`config.mk`:
```
export PLATFORM = sky130hd
export DESIGN_NAME = ppcr_port_regs
export DESIGN_NICKNAME = d
export VERILOG_FILES = /design/src/design/ppcr_pkg.sv /design/src/design/ppcr_pin_drv.sv /design/src/design/ppcr_port_regs.sv
export SDC_FILE = /design/constraint.sdc
export NUM_CORES = 1
export LEC_CHECK = 0
export ABC_AREA = 1
export BUFFER_PORTS_ARGS = -buffer_cell sky130_fd_sc_hd__buf_2
export CORE_ASPECT_RATIO = 1.25
export CORE_MARGIN = 10
export CORE_UTILIZATION = 30
export CTS_CLUSTER_SIZE = 20
export DETAILED_ROUTE_END_ITERATION = 6
export PLACE_DENSITY = 0.54
export SYNTH_ARGS = -nofsm -noshare
export SYNTH_HDL_FRONTEND = slang
export SYNTH_SLANG_ARGS = --single-unit
```
`constraint.sdc`:
```
create_clock -name clk -period 3.5 [get_ports clk]
set_input_delay 0.7 -clock clk [delete_from_list [all_inputs] [get_ports clk]]
set_output_delay 0.7 -clock clk [all_outputs]
set_load 0.01 [all_outputs]
```
`src/design/ppcr_pkg.sv`:
```
// Constants for the port configuration and data register block.
// Assumes one 200 MHz clock and a byte-wide microcontroller register port.
// Contract
// - On ports A and B, mode bit 0 gives general I/O, 1 gives latched address.
// - Only ports A and B have the mode-select register; C and D never address.
// - Bit n of every configuration register acts only on pin n of its port.
// - Mode, direction and drive registers all come up as zero.
// - Direction bit 1 makes the pin an output, 0 leaves it an input.
// - On ports A, B and C, direction bit OR logic-array enable drives the pin.
// - Without an active logic-array enable, the direction bit alone rules.
// - Port D direction holds only its three low bits.
// - Drive bit 1 on an open-drain pin gives open drain, 0 push-pull.
// - Drive bit 1 on a slew pin gives fast slew, 0 slow slew.
// - A/B: bits 7-4 open drain, 3-0 slew; C all open drain; D 2-0 slew.
// - Reading input data returns the live pin levels whatever the direction.
// - Output data register holds writes and drives every enabled pin not set to address output, save an open-drain pin it sets to 1.
// - Reading output data returns the last written value, not the pins.
// - Macrocell locations read back the current macrocell flip-flop values.
// - A write to a macrocell location loads every flip-flop whose mask is 0.
// - Mask bit 1 blocks loading its macrocell by a write; reset value 0.
// - Registers are reached by plain read and write cycles at fixed offsets.
// - Port C pins can be released to the programming port while it is on.
// - Enable status of ports A, B and C reads 1 for each enabled pin, including an open-drain pin tri-stated by a 1.
package ppcr_pkg;

  localparam int PORT_W = 8;
  localparam int PORTD_W = 3;

  localparam logic [7:0] OFS_IN_A    = 8'h00;
  localparam logic [7:0] OFS_IN_B    = 8'h01;
  localparam logic [7:0] OFS_MODE_A  = 8'h02;
  localparam logic [7:0] OFS_MODE_B  = 8'h03;
  localparam logic [7:0] OFS_DOUT_A  = 8'h04;
  localparam logic [7:0] OFS_DOUT_B  = 8'h05;
  localparam logic [7:0] OFS_DIR_A   = 8'h06;
  localparam logic [7:0] OFS_DIR_B   = 8'h07;
  localparam logic [7:0] OFS_DRV_A   = 8'h08;
  localparam logic [7:0] OFS_DRV_B   = 8'h09;
  localparam logic [7:0] OFS_OEN_A   = 8'h0c;
  localparam logic [7:0] OFS_OEN_B   = 8'h0d;
  localparam logic [7:0] OFS_IN_C    = 8'h10;
  localparam logic [7:0] OFS_IN_D    = 8'h11;
  localparam logic [7:0] OFS_DOUT_C  = 8'h14;
  localparam logic [7:0] OFS_DOUT_D  = 8'h15;
  localparam logic [7:0] OFS_DIR_C   = 8'h16;
  localparam logic [7:0] OFS_DIR_D   = 8'h17;
  localparam logic [7:0] OFS_DRV_C   = 8'h18;
  localparam logic [7:0] OFS_DRV_D   = 8'h19;
  localparam logic [7:0] OFS_OEN_C   = 8'h1c;
  localparam logic [7:0] OFS_MC_AB   = 8'h20;
  localparam logic [7:0] OFS_MC_BC   = 8'h21;
  localparam logic [7:0] OFS_MASK_AB = 8'h22;
  localparam logic [7:0] OFS_MASK_BC = 8'h23;

  localparam logic [7:0] RST_CFG  = 8'h00;
  localparam logic [7:0] RST_DOUT = 8'h00;
  localparam logic [7:0] RST_MC   = 8'h00;
  localparam logic [7:0] RST_MASK = 8'h00;
  localparam logic [7:0] RD_NONE  = 8'h00;

  localparam logic [7:0] OD_MASK_AB   = 8'hf0;
  localparam logic [7:0] SLEW_MASK_AB = 8'h0f;
  localparam logic [7:0] OD_MASK_C    = 8'hff;
  localparam logic [7:0] SLEW_MASK_C  = 8'h00;
  localparam logic [2:0] OD_MASK_D    = 3'h0;
  localparam logic [2:0] SLEW_MASK_D  = 3'h7;

endpackage

```
`src/design/ppcr_pin_drv.sv`:
```
// Per-port pin driver: direction merge, open drain and slew selection.
// Assumes pin outputs, enables and slew controls feed pad cells directly.
`timescale 1ns/1ps
module ppcr_pin_drv #(
  parameter int          W         = 8,
  parameter logic [W-1:0] OD_MASK   = '0,
  parameter logic [W-1:0] SLEW_MASK = '0
) (
  input  wire logic         clk,
  input  wire logic         rst,
  input  wire logic [W-1:0] dir,
  input  wire logic [W-1:0] oe_term,
  input  wire logic [W-1:0] drive_sel,
  input  wire logic [W-1:0] data,
  input  wire logic         release_pins,
  output logic      [W-1:0] pin_out,
  output logic      [W-1:0] pin_oe,
  output logic      [W-1:0] slew_fast,
  output logic      [W-1:0] drv_en
);

  wire [W-1:0] next_en   = (dir | oe_term) & {W{~release_pins}};
  wire [W-1:0] od_on     = drive_sel & OD_MASK;
  wire [W-1:0] next_oe   = next_en & ~(od_on & data);
  wire [W-1:0] next_out  = data & ~od_on;
  wire [W-1:0] next_slew = drive_sel & SLEW_MASK;

  always_ff @(posedge clk) begin
    if (rst) begin
      pin_out   <= '0;
      pin_oe    <= '0;
      slew_fast <= '0;
      drv_en    <= '0;
    end else begin
      pin_out   <= next_out;
      pin_oe    <= next_oe;
      slew_fast <= next_slew;
      drv_en    <= next_en;
    end
  end
endmodule

```
`src/design/ppcr_port_regs.sv`:
```
// Port configuration and data registers for four ports and macrocell access.
// Assumes single-cycle read and write strobes from the microcontroller bus,
// qualified by the I/O register region select, synchronous to clk.
`timescale 1ns/1ps
module ppcr_port_regs (
  input  wire logic                        clk,
  input  wire logic                        rst,
  input  wire logic                        io_sel,
  input  wire logic                        bus_rd,
  input  wire logic                        bus_wr,
  input  wire logic [7:0]                  bus_addr,
  input  wire logic [7:0]                  bus_wdata,
  output logic      [7:0]                  bus_rdata,
  input  wire logic [ppcr_pkg::PORT_W-1:0] pa_in,
  input  wire logic [ppcr_pkg::PORT_W-1:0] pb_in,
  input  wire logic [ppcr_pkg::PORT_W-1:0] pc_in,
  input  wire logic [ppcr_pkg::PORTD_W-1:0] pd_in,
  input  wire logic [ppcr_pkg::PORT_W-1:0] pa_oe_term,
  input  wire logic [ppcr_pkg::PORT_W-1:0] pb_oe_term,
  input  wire logic [ppcr_pkg::PORT_W-1:0] pc_oe_term,
  input  wire logic [ppcr_pkg::PORT_W-1:0] addr_out_a,
  input  wire logic [ppcr_pkg::PORT_W-1:0] addr_out_b,
  input  wire logic                        jtag_on,
  input  wire logic [7:0]                  mc_ab_next,
  input  wire logic                        mc_ab_load,
  input  wire logic [7:0]                  mc_bc_next,
  input  wire logic                        mc_bc_load,
  output logic      [7:0]                  mc_ab,
  output logic      [7:0]                  mc_bc,
  output logic      [ppcr_pkg::PORT_W-1:0] pa_out,
  output logic      [ppcr_pkg::PORT_W-1:0] pa_oe,
  output logic      [ppcr_pkg::PORT_W-1:0] pa_slew,
  output logic      [ppcr_pkg::PORT_W-1:0] pb_out,
  output logic      [ppcr_pkg::PORT_W-1:0] pb_oe,
  output logic      [ppcr_pkg::PORT_W-1:0] pb_slew,
  output logic      [ppcr_pkg::PORT_W-1:0] pc_out,
  output logic      [ppcr_pkg::PORT_W-1:0] pc_oe,
  output logic      [ppcr_pkg::PORT_W-1:0] pc_slew,
  output logic      [ppcr_pkg::PORTD_W-1:0] pd_out,
  output logic      [ppcr_pkg::PORTD_W-1:0] pd_oe,
  output logic      [ppcr_pkg::PORTD_W-1:0] pd_slew
);
  import ppcr_pkg::*;

  logic [7:0] mode_a, mode_b, dir_a, dir_b, dir_c;
  logic [2:0] dir_d, drv_d, dout_d;
  logic [7:0] drv_a, drv_b, drv_c, dout_a, dout_b, dout_c;
  logic [7:0] mask_ab, mask_bc;
  logic [7:0] en_a, en_b, en_c;

  wire wr_hit = io_sel & bus_wr;
  wire rd_hit = io_sel & bus_rd;

  wire we_mode_a  = wr_hit & (bus_addr == OFS_MODE_A);
  wire we_mode_b  = wr_hit & (bus_addr == OFS_MODE_B);
  wire we_dir_a   = wr_hit & (bus_addr == OFS_DIR_A);
  wire we_dir_b   = wr_hit & (bus_addr == OFS_DIR_B);
  wire we_dir_c   = wr_hit & (bus_addr == OFS_DIR_C);
  wire we_dir_d   = wr_hit & (bus_addr == OFS_DIR_D);
  wire we_drv_a   = wr_hit & (bus_addr == OFS_DRV_A);
  wire we_drv_b   = wr_hit & (bus_addr == OFS_DRV_B);
  wire we_drv_c   = wr_hit & (bus_addr == OFS_DRV_C);
  wire we_drv_d   = wr_hit & (bus_addr == OFS_DRV_D);
  wire we_dout_a  = wr_hit & (bus_addr == OFS_DOUT_A);
  wire we_dout_b  = wr_hit & (bus_addr == OFS_DOUT_B);
  wire we_dout_c  = wr_hit & (bus_addr == OFS_DOUT_C);
  wire we_dout_d  = wr_hit & (bus_addr == OFS_DOUT_D);
  wire we_mc_ab   = wr_hit & (bus_addr == OFS_MC_AB);
  wire we_mc_bc   = wr_hit & (bus_addr == OFS_MC_BC);
  wire we_mask_ab = wr_hit & (bus_addr == OFS_MASK_AB);
  wire we_mask_bc = wr_hit & (bus_addr == OFS_MASK_BC);

  // Logic-array loads land first; an unmasked bus write then overrides.
  wire [7:0] mc_ab_base = mc_ab_load ? mc_ab_next : mc_ab;
  wire [7:0] mc_bc_base = mc_bc_load ? mc_bc_next : mc_bc;
  wire [7:0] next_mc_ab = we_mc_ab ?
       ((bus_wdata & ~mask_ab) | (mc_ab_base & mask_ab)) : mc_ab_base;
  wire [7:0] next_mc_bc = we_mc_bc ?
       ((bus_wdata & ~mask_bc) | (mc_bc_base & mask_bc)) : mc_bc_base;

  // Address output only replaces the data on pins whose mode bit is set.
  wire [7:0] data_a = (mode_a & addr_out_a) | (~mode_a & dout_a);
  wire [7:0] data_b = (mode_b & addr_out_b) | (~mode_b & dout_b);

  wire [7:0] rd_value =
    (bus_addr == OFS_IN_A)    ? pa_in :
    (bus_addr == OFS_IN_B)    ? pb_in :
    (bus_addr == OFS_IN_C)    ? pc_in :
    (bus_addr == OFS_IN_D)    ? {5'h00, pd_in} :
    (bus_addr == OFS_MODE_A)  ? mode_a :
    (bus_addr == OFS_MODE_B)  ? mode_b :
    (bus_addr == OFS_DOUT_A)  ? dout_a :
    (bus_addr == OFS_DOUT_B)  ? dout_b :
    (bus_addr == OFS_DOUT_C)  ? dout_c :
    (bus_addr == OFS_DOUT_D)  ? {5'h00, dout_d} :
    (bus_addr == OFS_DIR_A)   ? dir_a :
    (bus_addr == OFS_DIR_B)   ? dir_b :
    (bus_addr == OFS_DIR_C)   ? dir_c :
    (bus_addr == OFS_DIR_D)   ? {5'h00, dir_d} :
    (bus_addr == OFS_DRV_A)   ? drv_a :
    (bus_addr == OFS_DRV_B)   ? drv_b :
    (bus_addr == OFS_DRV_C)   ? drv_c :
    (bus_addr == OFS_DRV_D)   ? {5'h00, drv_d} :
    (bus_addr == OFS_OEN_A)   ? en_a :
    (bus_addr == OFS_OEN_B)   ? en_b :
    (bus_addr == OFS_OEN_C)   ? en_c :
    (bus_addr == OFS_MC_AB)   ? mc_ab :
    (bus_addr == OFS_MC_BC)   ? mc_bc :
    (bus_addr == OFS_MASK_AB) ? mask_ab :
    (bus_addr == OFS_MASK_BC) ? mask_bc : RD_NONE;

  always_ff @(posedge clk) begin
    if (rst) begin
      mode_a <= RST_CFG;
      mode_b <= RST_CFG;
      dir_a  <= RST_CFG;
      dir_b  <= RST_CFG;
      dir_c  <= RST_CFG;
      dir_d  <= RST_CFG[2:0];
      drv_a  <= RST_CFG;
      drv_b  <= RST_CFG;
      drv_c  <= RST_CFG;
      drv_d  <= RST_CFG[2:0];
    end else begin
      if (we_mode_a) mode_a <= bus_wdata;
      if (we_mode_b) mode_b <= bus_wdata;
      if (we_dir_a)  dir_a  <= bus_wdata;
      if (we_dir_b)  dir_b  <= bus_wdata;
      if (we_dir_c)  dir_c  <= bus_wdata;
      if (we_dir_d)  dir_d  <= bus_wdata[2:0];
      if (we_drv_a)  drv_a  <= bus_wdata;
      if (we_drv_b)  drv_b  <= bus_wdata;
      if (we_drv_c)  drv_c  <= bus_wdata;
      if (we_drv_d)  drv_d  <= bus_wdata[2:0];
    end
  end

  always_ff @(posedge clk) begin
    if (rst) begin
      dout_a    <= RST_DOUT;
      dout_b    <= RST_DOUT;
      dout_c    <= RST_DOUT;
      dout_d    <= RST_DOUT[2:0];
      mc_ab     <= RST_MC;
      mc_bc     <= RST_MC;
      mask_ab   <= RST_MASK;
      mask_bc   <= RST_MASK;
      bus_rdata <= RD_NONE;
    end else begin
      if (we_dout_a)  dout_a  <= bus_wdata;
      if (we_dout_b)  dout_b  <= bus_wdata;
      if (we_dout_c)  dout_c  <= bus_wdata;
      if (we_dout_d)  dout_d  <= bus_wdata[2:0];
      if (we_mask_ab) mask_ab <= bus_wdata;
      if (we_mask_bc) mask_bc <= bus_wdata;
      mc_ab <= next_mc_ab;
      mc_bc <= next_mc_bc;
      if (rd_hit) bus_rdata <= rd_value;
    end
  end

  ppcr_pin_drv #(.W(8), .OD_MASK(OD_MASK_AB), .SLEW_MASK(SLEW_MASK_AB)) u_a (
    .clk          (clk),
    .rst          (rst),
    .dir          (dir_a),
    .oe_term      (pa_oe_term),
    .drive_sel    (drv_a),
    .data         (data_a),
    .release_pins (1'b0),
    .pin_out      (pa_out),
    .pin_oe       (pa_oe),
    .slew_fast    (pa_slew),
    .drv_en       (en_a)
  );

  ppcr_pin_drv #(.W(8), .OD_MASK(OD_MASK_AB), .SLEW_MASK(SLEW_MASK_AB)) u_b (
    .clk          (clk),
    .rst          (rst),
    .dir          (dir_b),
    .oe_term      (pb_oe_term),
    .drive_sel    (drv_b),
    .data         (data_b),
    .release_pins (1'b0),
    .pin_out      (pb_out),
    .pin_oe       (pb_oe),
    .slew_fast    (pb_slew),
    .drv_en       (en_b)
  );

  // Programming only happens outside normal operation, so releasing the
  // whole port while it is enabled costs the application nothing.
  ppcr_pin_drv #(.W(8), .OD_MASK(OD_MASK_C), .SLEW_MASK(SLEW_MASK_C)) u_c (
    .clk          (clk),
    .rst          (rst),
    .dir          (dir_c),
    .oe_term      (pc_oe_term),
    .drive_sel    (drv_c),
    .data         (dout_c),
    .release_pins (jtag_on),
    .pin_out      (pc_out),
    .pin_oe       (pc_oe),
    .slew_fast    (pc_slew),
    .drv_en       (en_c)
  );

  // Port D has no logic-array enable, so its direction bits rule alone.
  ppcr_pin_drv #(.W(3), .OD_MASK(OD_MASK_D), .SLEW_MASK(SLEW_MASK_D)) u_d (
    .clk          (clk),
    .rst          (rst),
    .dir          (dir_d),
    .oe_term      (3'h0),
    .drive_sel    (drv_d),
    .data         (dout_d),
    .release_pins (1'b0),
    .pin_out      (pd_out),
    .pin_oe       (pd_oe),
    .slew_fast    (pd_slew),
    .drv_en       ()
  );
endmodule

```
==> results_dict.tcl <==
set metrics [dict create \
    area_growth_syn_to_layout_pct 21.6 \
    timing.clock.skew_ps 11.2 \
    chipHeight_um 220 \
    dp_cells 1837 \
    cts.path.max_buffers 3 \
    async_flop_share_pct 0 \
    cts_made_buffers 24 \
    final_layout_size_suffix_gt1_share_pct 21.0 \
    via_per_inst 4.77 \
    rsz0062_at_grt "false" \
    cts_sinks 218 \
    ys_types 38 \
    post-synth-top-count-cell "nor2_1" \
    final_cell_count_no_fill 1882 \
    worst_slew_pin_slew_ps 982 \
    post_cts_buffers 0 \
    hold_start "pa_oe_term[0]" \
    syn_area_um2 9560 \
    holdBufCountCts 0 \
    final_area_um2 11600 \
    drtIter0Drc 554 \
    avgSynthCellArea_um2 7.47 \
    crit_type "in -> reg" \
    final_nets 1558 \
    initial_core_util_pct 30.2 \
    wl_per_cell_um 18.5 \
    reg2reg_to "bus_rdata[6]$_SDFFE_PP0P_" \
    clkTransAtPathRegs_ps 60 \
    final-hold-violation-count 0 \
    die_area_um2 39400 \
    layout_min_cycle_time_ps 2410 \
    postRouteAntennaNets 0 \
    core_area_um2 31600 \
    dpl.hpwl_um 26700 \
    r2r_start "mc_bc[6]$_SDFF_PP0_" \
    max_freq_ghz 0.415 \
    cts-root-buf "clkbuf_16" \
    leakagePower_nw 4.80 \
    hold-worst-slack_ps 400 \
    rrSetupSlack_ps 1500 \
    critPathArrivalTime_ps 2800 \
    dr.pass1.iters 5 \
    clk_latency_ps 510 \
    grt_pass1_wl_um 53100 \
    cts.repair.resized 0 \
    p_total_mw 5.53 \
    critPathCaptureType "flip-flop" \
    min_period_over_period_pct 68.8 \
    whs_path_depth 3 \
    postSynthCellCount 1280 \
    power_density_nw_per_um2 476 \
    routed_wl_um 34700 \
    cp.required_ps 3890 \
    synthTopCellsByCount "nor2_1, nand2_1, dfxtp_1" \
    antenna_found_initial 5 \
    yosysTopAreaCellShare_pct 45.7 \
    fillCellCount 3440 \
    slowest_stage "a21oi_1" \
    dpl-instance-area_um2 10800 \
    reg2regPathDepth 14 \
    cts_tree "done" \
    yosysSeqAreaShare_pct 45.7 \
    numPortBuffers 195 \
    hold-path-endpoint "u_a.drv_en[0]$_SDFF_PP0_" \
    cp_max_fo 6 \
    grt-ovfl-total 0 \
    hold_path.class "in -> reg" \
    ios 212 \
    via_count 8984 \
    place.gp.congestion 0.920 \
    fp-row-count 73 \
    synth_edf_count 0 \
    grt_max_degree 116 \
    grt_pass1_vias 8980 \
    status "finished clean" \
    synth_area_leaders "dfxtp_1, nor2_1, nand2_1" \
    crit_chain "buf_2 -> inv_1 -> nand2_1 -> nor2_2 -> nand2_4 -> inv_1 -> nand2_1 -> nand3_1 -> a21oi_1 -> nand3_1 -> nor2_1 -> nand4_1 -> nor2_1 -> nand4_1 -> nand2_1 -> nand3_1 -> nor2_1 -> nand4_1 -> nand2_1 -> a21oi_1" \
    drv_cap 0 \
    grt.total_usage_pct 16.9 \
    htreeDepth 1 \
    synth_ff_type "dfxtp_1" \
    remaining_drc_errors 0 \
    ir_drop_uv 268 \
    start_kind "input port" \
    ys_ff_latch 218 \
    crit_top_cell "nand2_1" \
    slew_headroom_pct 34.6 \
    ys_warn_count 0 \
    slew_violations 0 \
    fin_setup_tns_ps 0 \
    setup_viol 0 \
    die_w_um 180 \
    yosys.area.top_type "dfxtp_1" \
    cpPeakStageDelay_ps 210 \
]
-- where the power goes --
| part | internal (mW) | switching, mW |
|---|---|---|
| combinational | 0.103 | 0.220 |
| sequential | 2.52 | 0.0234 |
| clock | 1.63 | 1.03 |
-- cell usage in the layout, fill, tap and decap left out, types with 8 or more instances in the layout --
| cell type | netlist | routed |
|---|---|---|
| a311oi_1 | 16 | 16 |
| buf_4 | 24 | 17 |
| inv_1 | 141 | 141 |
| nor2_1 | 252 | 252 |
| buf_2 | 5 | 194 |
| nand4_1 | 18 | 18 |
| nand2_1 | 222 | 222 |
| nor3_1 | 17 | 17 |
| a221oi_1 | 8 | 8 |
| clkbuf_16 | 0 | 25 |
| dfxtp_1 | 218 | 218 |
| nor2_2 | 13 | 13 |
| conb_1 | 1 | 16 |
| o21a_1 | 16 | 16 |
| o21ai_0 | 14 | 14 |
| nand3_1 | 49 | 49 |
| inv_2 | 11 | 11 |
| a211oi_1 | 102 | 102 |
| a21oi_1 | 55 | 55 |
-- critical path: cells and delay by family --
kind / cells / cell delay [ps]
buffers and inverters: 3 / 220
and+or+nand+nor: 15 / 1620
AOI/OAI and AO/OA: 2 / 260
-- area by class of cell --
type	count	area (µm²)	share of cell area, %
Antenna cell	2	5.00	0.0431
Clock buffer	35	713	6.14
Clock inverter	8	119	1.02
Inverter	152	571	4.91
Multi-Input combinational cell	842	4200	36.2
Sequential cell	218	4360	37.6
Tap cell	412	515	4.44
Timing Repair Buffer	213	1130	9.72
-- routing by layer --
metal  share of wire (%)  wire length (µm)  vias to the layer above  track usage, %
met2                  48             16700                      314            29.4
met3                 6.1              2100                       57            3.68
met1                  43             14800                     4110            20.1
li1                    -                 -                     4497               -
met5                0.12                41                        -               0
met4                 3.1              1090                        6            6.43
-- worst max-delay path by stage --
stage,from,endpoint,slack [ps]
floorplan,bus_addr[7],bus_rdata[4]$_SDFFE_PP0P_,1310
global placement,bus_addr[7],bus_rdata[6]$_SDFFE_PP0P_,580
detailed placement,bus_addr[7],bus_rdata[6]$_SDFFE_PP0P_,570
CTS,bus_addr[7],bus_rdata[6]$_SDFFE_PP0P_,1110
global route,bus_addr[3],bus_rdata[7]$_SDFFE_PP0P_,860
finish,bus_addr[7],bus_rdata[6]$_SDFFE_PP0P_,1090
-- logic make-up (layout without fill, tap and decap cells) --
logic type / count (synthesis) / count (layout) / synth area share, %
compound gates: 225 / 225 / 16.4
buf+inv: 235 / 408 / 11.0
flops: 218 / 218 / 45.7
mux: 4 / 4 / 0.419
other cells: 1 / 18 / 0.0392
simple gates: 597 / 597 / 26.5
-- per-stage QoR --
step | setup slack, ps | util (%)
finish | 1090 | 36.8
global route | 864 | 36.7
CTS | 1110 | 36.7
detailed placement | 566 | 34.1
global placement | 585 | 34.1
floorplan | 1310 | -
Note: power is estimated with default switching activity, not from simulation.
